$ cat src/soac_pkg.sv
// Operation
// - Each lookup gives an action vector only on match, one common layout.
// - No match applies nothing; classification passes through unchanged.
// - Matched actions apply in order first, second, third; later values win.
// - DSCP flag bit 0 set replaces DSCP with six bits from bit 1.
// - Class flag bit 7 set replaces QoS class with three bits from bit 8.
// - Drop flag bit 11 set replaces drop precedence with bit 12.
// - Policy group = (old AND NOT mask) OR (value AND mask), mask 13, value 21.
// - Replace flag bit 40 clear adds bit-41 value to VID, set replaces VID.
// - Select at bit 53 routes filter value at 55: 1 source, 2 destination, 3 both.
// - Select zero gives filter id as zero bit prepended to classified VID.
// - Priority flag bit 68 sets PCP from bit 69 and DEI from bit 72.
// - Pop flag bit 73 passes count at 74, else per-port count used.
// - Custom-key field at 76: bits 1:0 first, 3:2 second; 0 keeps earlier choice, 1 IP, 2 source, 3 off.
// - IP-offset key takes 40 frame bytes from byte position 34.
// - Source-offset key takes 40 frame bytes from byte position 12.
// - Up to two VLAN tags are stripped before key bytes are taken.
// - Sticky hit flag set on every entry match, kept until software clears.
// - Final eight-bit policy group goes to both second-stage lookups.
`default_nettype none

package soac_pkg;
    localparam int ACT_W = 81;
    localparam int DSCP_FLAG = 0;
    localparam int DSCP_NEW = 1;
    localparam int CLS_FLAG = 7;
    localparam int CLS_VAL = 8;
    localparam int DP_FLAG = 11;
    localparam int DP_NEW = 12;
    localparam int PG_MASK = 13;
    localparam int PG_VAL = 21;
    localparam int VID_FLAG = 40;
    localparam int VID_VAL = 41;
    localparam int FSEL = 53;
    localparam int FVAL = 55;
    localparam int PRI_FLAG = 68;
    localparam int PRI_VAL = 69;
    localparam int DEI_NEW = 72;
    localparam int POP_FLAG = 73;
    localparam int POP_VAL = 74;
    localparam int KEY_SEL = 76;
    localparam int HIT_BIT = 80;
    localparam logic [1:0] KEY_OFF = 2'h0;
    localparam logic [1:0] KEY_IP = 2'h1;
    localparam logic [1:0] KEY_SRC = 2'h2;
    localparam int KEY_BYTES = 40;
    localparam int IP_START = 34;
    localparam int SRC_START = 12;
    localparam int TAG_BYTES = 4;
    localparam int NUM_ENTRIES = 64;
    // Register byte offsets
    localparam logic [7:0] REG_CTRL = 8'h00;
    localparam logic [7:0] REG_STATUS = 8'h04;
    localparam logic [7:0] REG_HIT_LO = 8'h08;
    localparam logic [7:0] REG_HIT_HI = 8'h0C;
    localparam logic [1:0] RESP_OK = 2'h0;
    localparam logic [1:0] RESP_SLVERR = 2'h2;
    localparam logic [1:0] CTRL_POP_RESET = 2'h0;
endpackage : soac_pkg

//------------------------------------------------------------
// One lookup's action applied to the running classification
//------------------------------------------------------------
module soac_apply_stage (
    // Lookup result
    input wire logic match,
    input wire logic [soac_pkg::ACT_W-1:0] act,
    // Running classification in
    input wire logic [5:0] dscpIn,
    input wire logic [2:0] clsIn,
    input wire logic dpIn,
    input wire logic [7:0] pgIn,
    input wire logic [11:0] vidIn,
    input wire logic [2:0] pcpIn,
    input wire logic deiIn,
    input wire logic popSetIn,
    input wire logic [1:0] popIn,
    input wire logic srcSetIn,
    input wire logic [12:0] srcFidIn,
    input wire logic dstSetIn,
    input wire logic [12:0] dstFidIn,
    input wire logic [3:0] keySelIn,
    // Running classification out
    output logic [5:0] dscpOut,
    output logic [2:0] clsOut,
    output logic dpOut,
    output logic [7:0] pgOut,
    output logic [11:0] vidOut,
    output logic [2:0] pcpOut,
    output logic deiOut,
    output logic popSetOut,
    output logic [1:0] popOut,
    output logic srcSetOut,
    output logic [12:0] srcFidOut,
    output logic dstSetOut,
    output logic [12:0] dstFidOut,
    output logic [3:0] keySelOut
);
    logic [7:0] pgMask;
    logic [1:0] fidSel;
    logic [12:0] fidVal;
    logic [1:0] k0;
    logic [1:0] k1;
    assign pgMask = act[soac_pkg::PG_MASK +: 8];
    assign fidSel = act[soac_pkg::FSEL +: 2];
    assign fidVal = act[soac_pkg::FVAL +: 13];
    assign k0 = act[soac_pkg::KEY_SEL +: 2];
    assign k1 = act[soac_pkg::KEY_SEL+2 +: 2];

    always_comb begin
        dscpOut = dscpIn;
        clsOut = clsIn;
        dpOut = dpIn;
        pgOut = pgIn;
        vidOut = vidIn;
        pcpOut = pcpIn;
        deiOut = deiIn;
        popSetOut = popSetIn;
        popOut = popIn;
        srcSetOut = srcSetIn;
        srcFidOut = srcFidIn;
        dstSetOut = dstSetIn;
        dstFidOut = dstFidIn;
        keySelOut = keySelIn;
        if (match) begin
            if (act[soac_pkg::DSCP_FLAG])
                dscpOut = act[soac_pkg::DSCP_NEW +: 6];
            if (act[soac_pkg::CLS_FLAG])
                clsOut = act[soac_pkg::CLS_VAL +: 3];
            if (act[soac_pkg::DP_FLAG])
                dpOut = act[soac_pkg::DP_NEW];
            pgOut = (pgIn & ~pgMask) | (act[soac_pkg::PG_VAL +: 8] & pgMask);
            // VID replace or add, modulo 4096
            if (act[soac_pkg::VID_FLAG])
                vidOut = act[soac_pkg::VID_VAL +: 12];
            else
                vidOut = 12'(vidIn + act[soac_pkg::VID_VAL +: 12]);
            if (fidSel[0]) begin
                srcSetOut = 1'b1;
                srcFidOut = fidVal;
            end
            if (fidSel[1]) begin
                dstSetOut = 1'b1;
                dstFidOut = fidVal;
            end
            if (act[soac_pkg::PRI_FLAG]) begin
                pcpOut = act[soac_pkg::PRI_VAL +: 3];
                deiOut = act[soac_pkg::DEI_NEW];
            end
            if (act[soac_pkg::POP_FLAG]) begin
                popSetOut = 1'b1;
                popOut = act[soac_pkg::POP_VAL +: 2];
            end
            // per-lookup key select, code 3 off
            if (k0 != soac_pkg::KEY_OFF)
                keySelOut[1:0] = (k0 == 2'h3) ? soac_pkg::KEY_OFF : k0;
            if (k1 != soac_pkg::KEY_OFF)
                keySelOut[3:2] = (k1 == 2'h3) ? soac_pkg::KEY_OFF : k1;
        end
    end
endmodule : soac_apply_stage

`default_nettype wire

$ cat src/soac_action_combiner.sv
// Design decisions made here: the AXI4-Lite register port and the register addresses.
`default_nettype none

module soac_action_combiner (
    // Clock and reset
    input wire logic clk,
    input wire logic nrst,
    // AXI4-Lite write address and data
    input wire logic [7:0] s_axi_awaddr,
    input wire logic s_axi_awvalid,
    output logic s_axi_awready,
    input wire logic [31:0] s_axi_wdata,
    input wire logic [3:0] s_axi_wstrb,
    input wire logic s_axi_wvalid,
    output logic s_axi_wready,
    // AXI4-Lite write response
    output logic [1:0] s_axi_bresp,
    output logic s_axi_bvalid,
    input wire logic s_axi_bready,
    // AXI4-Lite read
    input wire logic [7:0] s_axi_araddr,
    input wire logic s_axi_arvalid,
    output logic s_axi_arready,
    output logic [31:0] s_axi_rdata,
    output logic [1:0] s_axi_rresp,
    output logic s_axi_rvalid,
    input wire logic s_axi_rready,
    // Lookup results and basic classification
    input wire logic lookupValid,
    input wire logic [2:0] lookupMatch,
    input wire logic [soac_pkg::ACT_W-1:0] action0,
    input wire logic [soac_pkg::ACT_W-1:0] action1,
    input wire logic [soac_pkg::ACT_W-1:0] action2,
    input wire logic [5:0] entryIdx0,
    input wire logic [5:0] entryIdx1,
    input wire logic [5:0] entryIdx2,
    input wire logic [5:0] basicDscp,
    input wire logic [2:0] basicClass,
    input wire logic basicDropPrec,
    input wire logic [7:0] basicPolicyGroup,
    input wire logic [11:0] basicVid,
    input wire logic [2:0] basicPcp,
    input wire logic basicDei,
    // Classification results
    output logic classValid,
    output logic [5:0] classDscp,
    output logic [2:0] classQos,
    output logic classDropPrec,
    output logic [7:0] policyGroup,
    output logic [11:0] classVid,
    output logic [2:0] classPcp,
    output logic classDei,
    output logic [12:0] srcFilterId,
    output logic [12:0] dstFilterId,
    output logic [1:0] tagPopCount,
    output logic [3:0] customKeySelect,
    // Frame byte stream
    input wire logic frameStart,
    input wire logic frameByteValid,
    input wire logic [7:0] frameByte,
    input wire logic [1:0] frameTagCount,
    // Custom keys for the second stage
    output logic keyValid,
    output logic [8*soac_pkg::KEY_BYTES-1:0] customKey0,
    output logic [8*soac_pkg::KEY_BYTES-1:0] customKey1
);
    localparam int KW = 8 * soac_pkg::KEY_BYTES;

    //------------------------------------------------------------
    // Three chained action stages
    //------------------------------------------------------------
    logic [5:0] sDscp [4];
    logic [2:0] sCls [4];
    logic sDp [4];
    logic [7:0] sPg [4];
    logic [11:0] sVid [4];
    logic [2:0] sPcp [4];
    logic sDei [4];
    logic sPopSet [4];
    logic [1:0] sPop [4];
    logic sSrcSet [4];
    logic [12:0] sSrcFid [4];
    logic sDstSet [4];
    logic [12:0] sDstFid [4];
    logic [3:0] sKey [4];
    logic [soac_pkg::ACT_W-1:0] acts [3];

    assign acts[0] = action0;
    assign acts[1] = action1;
    assign acts[2] = action2;
    assign sDscp[0] = basicDscp;
    assign sCls[0] = basicClass;
    assign sDp[0] = basicDropPrec;
    assign sPg[0] = basicPolicyGroup;
    assign sVid[0] = basicVid;
    assign sPcp[0] = basicPcp;
    assign sDei[0] = basicDei;
    assign sPopSet[0] = 1'b0;
    assign sPop[0] = 2'h0;
    assign sSrcSet[0] = 1'b0;
    assign sSrcFid[0] = 13'h0000;
    assign sDstSet[0] = 1'b0;
    assign sDstFid[0] = 13'h0000;
    assign sKey[0] = 4'h0;

    for (genvar g = 0; g < 3; g++) begin : gStage
        soac_apply_stage uStage (
            .match(lookupMatch[g]),
            .act(acts[g]),
            .dscpIn(sDscp[g]),
            .clsIn(sCls[g]),
            .dpIn(sDp[g]),
            .pgIn(sPg[g]),
            .vidIn(sVid[g]),
            .pcpIn(sPcp[g]),
            .deiIn(sDei[g]),
            .popSetIn(sPopSet[g]),
            .popIn(sPop[g]),
            .srcSetIn(sSrcSet[g]),
            .srcFidIn(sSrcFid[g]),
            .dstSetIn(sDstSet[g]),
            .dstFidIn(sDstFid[g]),
            .keySelIn(sKey[g]),
            .dscpOut(sDscp[g+1]),
            .clsOut(sCls[g+1]),
            .dpOut(sDp[g+1]),
            .pgOut(sPg[g+1]),
            .vidOut(sVid[g+1]),
            .pcpOut(sPcp[g+1]),
            .deiOut(sDei[g+1]),
            .popSetOut(sPopSet[g+1]),
            .popOut(sPop[g+1]),
            .srcSetOut(sSrcSet[g+1]),
            .srcFidOut(sSrcFid[g+1]),
            .dstSetOut(sDstSet[g+1]),
            .dstFidOut(sDstFid[g+1]),
            .keySelOut(sKey[g+1])
        );
    end

    //------------------------------------------------------------
    // Registers
    //------------------------------------------------------------
    logic [1:0] portPopCount;
    logic hitEnable;
    logic [15:0] classCount;
    logic [soac_pkg::NUM_ENTRIES-1:0] hitFlags;
    logic awHeld;
    logic wHeld;
    logic [7:0] awAddr;
    logic [31:0] wData;
    logic [3:0] wStrb;
    logic doWrite;
    logic [soac_pkg::NUM_ENTRIES-1:0] hitSet;
    logic [soac_pkg::NUM_ENTRIES-1:0] hitClr;

    assign doWrite = awHeld && wHeld && !s_axi_bvalid;

    //------------------------------------------------------------
    // Classification output
    //------------------------------------------------------------
    always_ff @(posedge clk or negedge nrst) begin
        if (!nrst) begin
            classValid <= 1'b0;
            classDscp <= 6'h00;
            classQos <= 3'h0;
            classDropPrec <= 1'b0;
            policyGroup <= 8'h00;
            classVid <= 12'h000;
            classPcp <= 3'h0;
            classDei <= 1'b0;
            srcFilterId <= 13'h0000;
            dstFilterId <= 13'h0000;
            tagPopCount <= 2'h0;
            customKeySelect <= 4'h0;
        end else begin
            classValid <= lookupValid;
            if (lookupValid) begin
                classDscp <= sDscp[3];
                classQos <= sCls[3];
                classDropPrec <= sDp[3];
                policyGroup <= sPg[3];
                classVid <= sVid[3];
                classPcp <= sPcp[3];
                classDei <= sDei[3];
                srcFilterId <= sSrcSet[3] ? sSrcFid[3] : {1'b0, sVid[3]};
                dstFilterId <= sDstSet[3] ? sDstFid[3] : {1'b0, sVid[3]};
                tagPopCount <= sPopSet[3] ? sPop[3] : portPopCount;
                customKeySelect <= sKey[3];
            end
        end
    end

    //------------------------------------------------------------
    // Entry hit flags
    //------------------------------------------------------------
    always_comb begin
        hitSet = '0;
        hitClr = '0;
        if (lookupValid && hitEnable) begin
            if (lookupMatch[0])
                hitSet[entryIdx0] = 1'b1;
            if (lookupMatch[1])
                hitSet[entryIdx1] = 1'b1;
            if (lookupMatch[2])
                hitSet[entryIdx2] = 1'b1;
        end
        if (doWrite && awAddr == soac_pkg::REG_HIT_LO)
            hitClr[31:0] = wData;
        if (doWrite && awAddr == soac_pkg::REG_HIT_HI)
            hitClr[63:32] = wData;
    end

    always_ff @(posedge clk or negedge nrst) begin
        if (!nrst)
            hitFlags <= '0;
        else
            hitFlags <= (hitFlags & ~hitClr) | hitSet;
    end

    always_ff @(posedge clk or negedge nrst) begin
        if (!nrst)
            classCount <= 16'h0000;
        else if (lookupValid)
            classCount <= classCount + 16'h0001;
    end

    //------------------------------------------------------------
    // AXI4-Lite write side
    //------------------------------------------------------------
    assign awHeld = !s_axi_awready;
    assign wHeld = !s_axi_wready;

    always_ff @(posedge clk or negedge nrst) begin
        if (!nrst) begin
            s_axi_awready <= 1'b1;
            s_axi_wready <= 1'b1;
            awAddr <= 8'h00;
            wData <= 32'h00000000;
            wStrb <= 4'h0;
            s_axi_bvalid <= 1'b0;
            s_axi_bresp <= soac_pkg::RESP_OK;
        end else begin
            if (s_axi_awvalid && !awHeld) begin
                s_axi_awready <= 1'b0;
                awAddr <= {s_axi_awaddr[7:2], 2'h0};
            end
            if (s_axi_wvalid && !wHeld) begin
                s_axi_wready <= 1'b0;
                wData <= s_axi_wdata;
                wStrb <= s_axi_wstrb;
            end
            if (doWrite) begin
                s_axi_awready <= 1'b1;
                s_axi_wready <= 1'b1;
                s_axi_bvalid <= 1'b1;
                s_axi_bresp <= (awAddr == soac_pkg::REG_CTRL
                    || awAddr == soac_pkg::REG_STATUS
                    || awAddr == soac_pkg::REG_HIT_LO
                    || awAddr == soac_pkg::REG_HIT_HI) ? soac_pkg::RESP_OK
                    : soac_pkg::RESP_SLVERR;
            end else if (s_axi_bvalid && s_axi_bready) begin
                s_axi_bvalid <= 1'b0;
            end
        end
    end

    always_ff @(posedge clk or negedge nrst) begin
        if (!nrst) begin
            portPopCount <= soac_pkg::CTRL_POP_RESET;
            hitEnable <= 1'b1;
        end else if (doWrite && awAddr == soac_pkg::REG_CTRL) begin
            if (wStrb[0])
                portPopCount <= wData[1:0];
            if (wStrb[1])
                hitEnable <= wData[8];
        end
    end

    //------------------------------------------------------------
    // AXI4-Lite read side
    //------------------------------------------------------------
    always_ff @(posedge clk or negedge nrst) begin
        if (!nrst) begin
            s_axi_arready <= 1'b0;
            s_axi_rvalid <= 1'b0;
            s_axi_rdata <= 32'h00000000;
            s_axi_rresp <= soac_pkg::RESP_OK;
        end else begin
            s_axi_arready <= !s_axi_rvalid && !s_axi_arready;
            if (s_axi_arvalid && s_axi_arready) begin
                s_axi_rvalid <= 1'b1;
                s_axi_rresp <= soac_pkg::RESP_OK;
                unique case ({s_axi_araddr[7:2], 2'h0})
                    soac_pkg::REG_CTRL:
                        s_axi_rdata <= {23'h000000, hitEnable, 6'h00, portPopCount};
                    soac_pkg::REG_STATUS:
                        s_axi_rdata <= {16'h0000, classCount};
                    soac_pkg::REG_HIT_LO:
                        s_axi_rdata <= hitFlags[31:0];
                    soac_pkg::REG_HIT_HI:
                        s_axi_rdata <= hitFlags[63:32];
                    default: begin
                        s_axi_rdata <= 32'h00000000;
                        s_axi_rresp <= soac_pkg::RESP_SLVERR;
                    end
                endcase
            end else if (s_axi_rvalid && s_axi_rready) begin
                s_axi_rvalid <= 1'b0;
            end
        end
    end

    //------------------------------------------------------------
    // Custom key extraction
    //------------------------------------------------------------
    logic [7:0] bytePos;
    logic [3:0] tagBytes;
    logic [7:0] ipFirst;
    logic [7:0] srcFirst;
    logic [KW-1:0] ipKey;
    logic [KW-1:0] srcKey;
    logic capturing;

    assign tagBytes = (frameTagCount >= 2'h2) ? 4'(2 * soac_pkg::TAG_BYTES)
        : (frameTagCount == 2'h1) ? 4'(soac_pkg::TAG_BYTES) : 4'h0;
    assign ipFirst = 8'(soac_pkg::IP_START) + 8'(tagBytes);
    assign srcFirst = 8'(soac_pkg::SRC_START) + 8'(tagBytes);

    always_ff @(posedge clk or negedge nrst) begin
        if (!nrst) begin
            bytePos <= 8'h00;
            capturing <= 1'b0;
            ipKey <= '0;
            srcKey <= '0;
        end else if (frameStart) begin
            bytePos <= 8'h00;
            capturing <= 1'b1;
        end else if (frameByteValid && capturing) begin
            bytePos <= bytePos + 8'h01;
            if (bytePos >= ipFirst && bytePos < ipFirst + 8'(soac_pkg::KEY_BYTES))
                ipKey <= {ipKey[KW-9:0], frameByte};
            if (bytePos >= srcFirst && bytePos < srcFirst + 8'(soac_pkg::KEY_BYTES))
                srcKey <= {srcKey[KW-9:0], frameByte};
            if (bytePos == ipFirst + 8'(soac_pkg::KEY_BYTES - 1))
                capturing <= 1'b0;
        end
    end

    always_ff @(posedge clk or negedge nrst) begin
        if (!nrst) begin
            keyValid <= 1'b0;
            customKey0 <= '0;
            customKey1 <= '0;
        end else begin
            keyValid <= 1'b0;
            if (frameByteValid && capturing && !frameStart
                && bytePos == ipFirst + 8'(soac_pkg::KEY_BYTES - 1)) begin
                keyValid <= 1'b1;
                customKey0 <= (customKeySelect[1:0] == soac_pkg::KEY_IP)
                    ? {ipKey[KW-9:0], frameByte}
                    : (customKeySelect[1:0] == soac_pkg::KEY_SRC) ? srcKey : '0;
                customKey1 <= (customKeySelect[3:2] == soac_pkg::KEY_IP)
                    ? {ipKey[KW-9:0], frameByte}
                    : (customKeySelect[3:2] == soac_pkg::KEY_SRC) ? srcKey : '0;
            end
        end
    end
endmodule : soac_action_combiner

`default_nettype wire

$ cat config.mk
export PLATFORM = sky130hd
export DESIGN_NAME = soac_action_combiner
export DESIGN_NICKNAME = d
export VERILOG_FILES = /design/src/soac_pkg.sv /design/src/soac_action_combiner.sv
export SDC_FILE = /design/constraint.sdc
export NUM_CORES = 2
export LEC_CHECK = 0
export BUFFER_PORTS_ARGS = -buffer_cell sky130_fd_sc_hd__buf_2
export CORE_AREA = 5 5 437 439
export DETAILED_ROUTE_END_ITERATION = 8
export DIE_AREA = 0 0 442 444
export GPL_TIMING_DRIVEN = 0
export PLACE_DENSITY = 0.61
export SYNTH_ARGS = -nofsm -noshare
export SYNTH_HDL_FRONTEND = slang
export SYNTH_HIERARCHICAL = 1
export SYNTH_SLANG_ARGS = --single-unit
$ cat constraint.sdc
create_clock -name clk -period 3.4 [get_ports clk]
set_input_delay 0.68 -clock clk [delete_from_list [all_inputs] [get_ports clk]]
set_output_delay 0.68 -clock clk [all_outputs]
set_load 0.01 [all_outputs]
==> flow_metrics.tcl <==
set metrics [dict create \
    drv_slew 0 \
    arrival_ps 5490 \
    hold_path_depth 2 \
    antenna_found_initial 31 \
    fin_util 0.444 \
    hpwl_um 203000 \
    n_fill_cell 17500 \
    end_kind "flop" \
    setup_tns_ps -19900 \
    grt_pass1_vias 54200 \
    worst_pin_slew_ps 1450 \
    yosys-top-cells-count "1508 x dfrtp_1, 864 x mux2_2, 798 x nand2_1" \
    hp-start "s_axi_wdata[24]" \
    ys_ff_latch 1511 \
    synth-edff-count 0 \
    hold_end "wData[24]" \
    timing.rr.end "customKey0[222]" \
    setup_violations 29 \
    drtIter0Drc 4881 \
    cts.clk_slew.worst_paths_ps 60 \
    status "complete, but fails checks" \
    synth_async_sr_flop_share 1.00 \
    relSlewSlack 0.0234 \
    clock_latency_ps 850 \
    crit_required_ps 4130 \
    core_area_mm2 0.187 \
    wire_per_inst_um 27.1 \
    synth_most_common_cell "dfrtp_1" \
    ys_seq_area_frac 0.562 \
    syn_area_per_cell_um2 11.5 \
    firstDrtPassIters 6 \
    gr-total-overflow 0 \
    drive_above_1_share 0.345 \
    hold_ws_ps 78.7 \
    initial_core_util 0.360 \
    netlist_instances 5866 \
    max_cap_violations 0 \
    synthDominantCellAreaShare 0.561 \
    cts_sinks 1511 \
    critPathKind "in2reg" \
    numCtsBuffers 166 \
    die_area_mm2 0.196 \
    post-route-period-util 1.40 \
    min_period_ps 4760 \
    multi_input_comb_area_mm2 0.0276 \
    synth_cell_types 67 \
    cpPeakStageDelay_ps 420 \
    yosysWarnings 6 \
    clock.fmax_mhz 210 \
    irDropWorstVdd_v 0.000453 \
    track_usage 0.261 \
    final_antenna_net_count 0 \
    cts_root_buf "clkbuf_16" \
    num_vias 54400 \
    critPathSlowestCell "o211ai_1" \
    grt_max_degree 169 \
    die_w_um 442 \
    hold_violations 0 \
    crit_path_cell_trace "buf_12 > ha_4 > inv_2 > fa_2 > nor2b_4 > o31a_4 > o31a_1 > a211oi_2 > a21oi_2 > a21oi_4 > ha_4 > o21a_1 > o31a_1 > o22ai_2 > o211ai_1 > ha_1 > a21oi_2 > nor2_1 > a21oi_1 > o311a_1 > mux2_4 > a311oi_4 > mux2i_1 > a21oi_1" \
    path_depth 24 \
    min_path_type "in2reg" \
    syn_to_final_growth_pct 23.3 \
    r2r_setup_slack_ps 200 \
    critPathMaxFanout 4 \
    cp-start-kind "input pin" \
    ioPinCount 1119 \
    finalWirelength_um 266000 \
    p_leak_nw 38.7 \
    critical-path-top-delay-family "compound AO/OA/AOI/OAI gates" \
    cts_tree "built" \
    finalPower_mw 42.7 \
    cts.path.max_buffers 3 \
    drc 0 \
    via_per_inst 5.53 \
    htree_num_levels 4 \
    register_area_mm2 0.0378 \
    violations "negative setup slack" \
    die_y_um 444 \
    fin_skew_ps 43.6 \
    worst_slack_ps -1360 \
    crit_buf_inv 2 \
    final_nets 7602 \
    core.rowCount 159 \
    rsz0062_at_grt "true" \
    port_buffers 1062 \
    synth_top_area_cell "dfrtp_1" \
    grt_pass1_wl_um 382000 \
    syn_area_mm2 0.0673 \
    reg2regPathDepth 6 \
    power.density_mw_per_mm2 514 \
    gp_congestion 0.968 \
    synth_ff_type "dfrtp_1" \
    rr_startpoint "customKeySelect[0]" \
    yosys-top-cells-area "dfrtp_1 56%, mux2_2 14%, a22oi_1 7.1%" \
]
## metrics by stage
stage / cell area (µm²) / worst slack, ps / instances
2_1_floorplan: 67500 / -1350 / 5903
3_3_place_gp: 76000 / -31330 / 9460
3_5_place_dp: 76300 / -2590 / 9470
4_1_cts: 82500 / -1200 / 9787
5_1_grt: 83000 / -1420 / 9821
6_report: 83000 / -1360 / 9827
## area by class of cell
cell class / count / share of cell area
Tap cell: 2495 / 0.0376
Antenna cell: 23 / 0.000694
Clock buffer: 239 / 0.0582
Inverter: 53 / 0.00240
Clock inverter: 54 / 0.00963
Multi-Input combinational cell: 3868 / 0.333
Sequential cell: 1511 / 0.456
Buffer: 471 / 0.0297
Timing Repair Buffer: 1113 / 0.0731
## logic make-up after synthesis
logic type | after synthesis | synth area share
other | 1 | 0.0000557
AOI/OAI and AO/OA | 1660 | 0.158
adders and majority gates | 48 | 0.00926
buffers and inverters | 524 | 0.0391
muxes | 918 | 0.153
and+or+nand+nor | 1170 | 0.0736
xor gates and xnor gates | 34 | 0.00443
DFF | 1511 | 0.562
## metal layers
layer  vias up  routed length (µm)  GRT usage
li1      23800                   -          -
met1     28000              114000      0.350
met2      2126              121000      0.411
met3       433               18000     0.0536
met4         4               12800      0.112
met5         -                  23          0
## sequential cells by signal, indices dropped and copies added, names as in the netlist, 8 cells and up
signal,count
srcKey,320
wData,32
bytePos,8
s_axi_rdata,32
dstFilterId,13
customKey1,320
ipKey,312
srcFilterId,13
classCount,16
hitFlags,64
customKey0,320
classVid,12
policyGroup,8
## power by group
part | internal, mW | switching (mW) | total [mW]
Clock | 10.8 | 7.79 | 18.6
Combinational | 1.75 | 3.01 | 4.76
Sequential | 18.6 | 0.702 | 19.3
Total | 31.2 | 11.5 | 42.7
## cells in the final DEF, fill, tap and decap left out, types with 13 or more instances in the layout
cell       instances
o21ai_0          599
ha_4              15
a31oi_1           17
clkbuf_1         320
dfrtp_1         1508
xnor2_1           18
buf_1             21
mux2i_1           46
mux2_2           854
buf_2           1134
inv_1             51
o31ai_1           16
ha_1              30
diode_2           23
clkinv_2          21
o22ai_1           57
nand3_1           17
a221o_1           13
mux2_4            13
clkbuf_16        170
clkbuf_8          46
a21oi_1           69
buf_4             27
nand4b_1          15
a21oi_2           24
o21ai_1           69
o2bb2ai_1         64
a22o_1            16
conb_1            38
buf_6             72
a22oi_1          640
nor2b_1           18
nor2_1           204
nand2_1          797
nand2b_1          17
xor2_1            14
## how the worst max path moves through the flow
stage                 endpoint         from  slack, ps
2_1_floorplan  dstFilterId[11]  action0[41]      -1350
3_3_place_gp   srcFilterId[10]         nrst     -31330
3_5_place_dp   srcFilterId[11]  action0[43]      -2590
4_1_cts        srcFilterId[11]  action0[41]      -1200
5_1_grt        srcFilterId[11]  action0[41]      -1420
6_report       srcFilterId[11]  action0[41]      -1360
## what timing repair did
item                                    in CTS  in global routing
cloned                                       1                  2
setup buffers                               17                 16
endpoints found under the setup margin     738                188
gates resized for setup                     66                 64
hold buffers                                 7                  0
pin swaps                                   37                 41
hold endpoints to repair                    97                  0
Note: power is estimated with default switching activity, not from simulation.
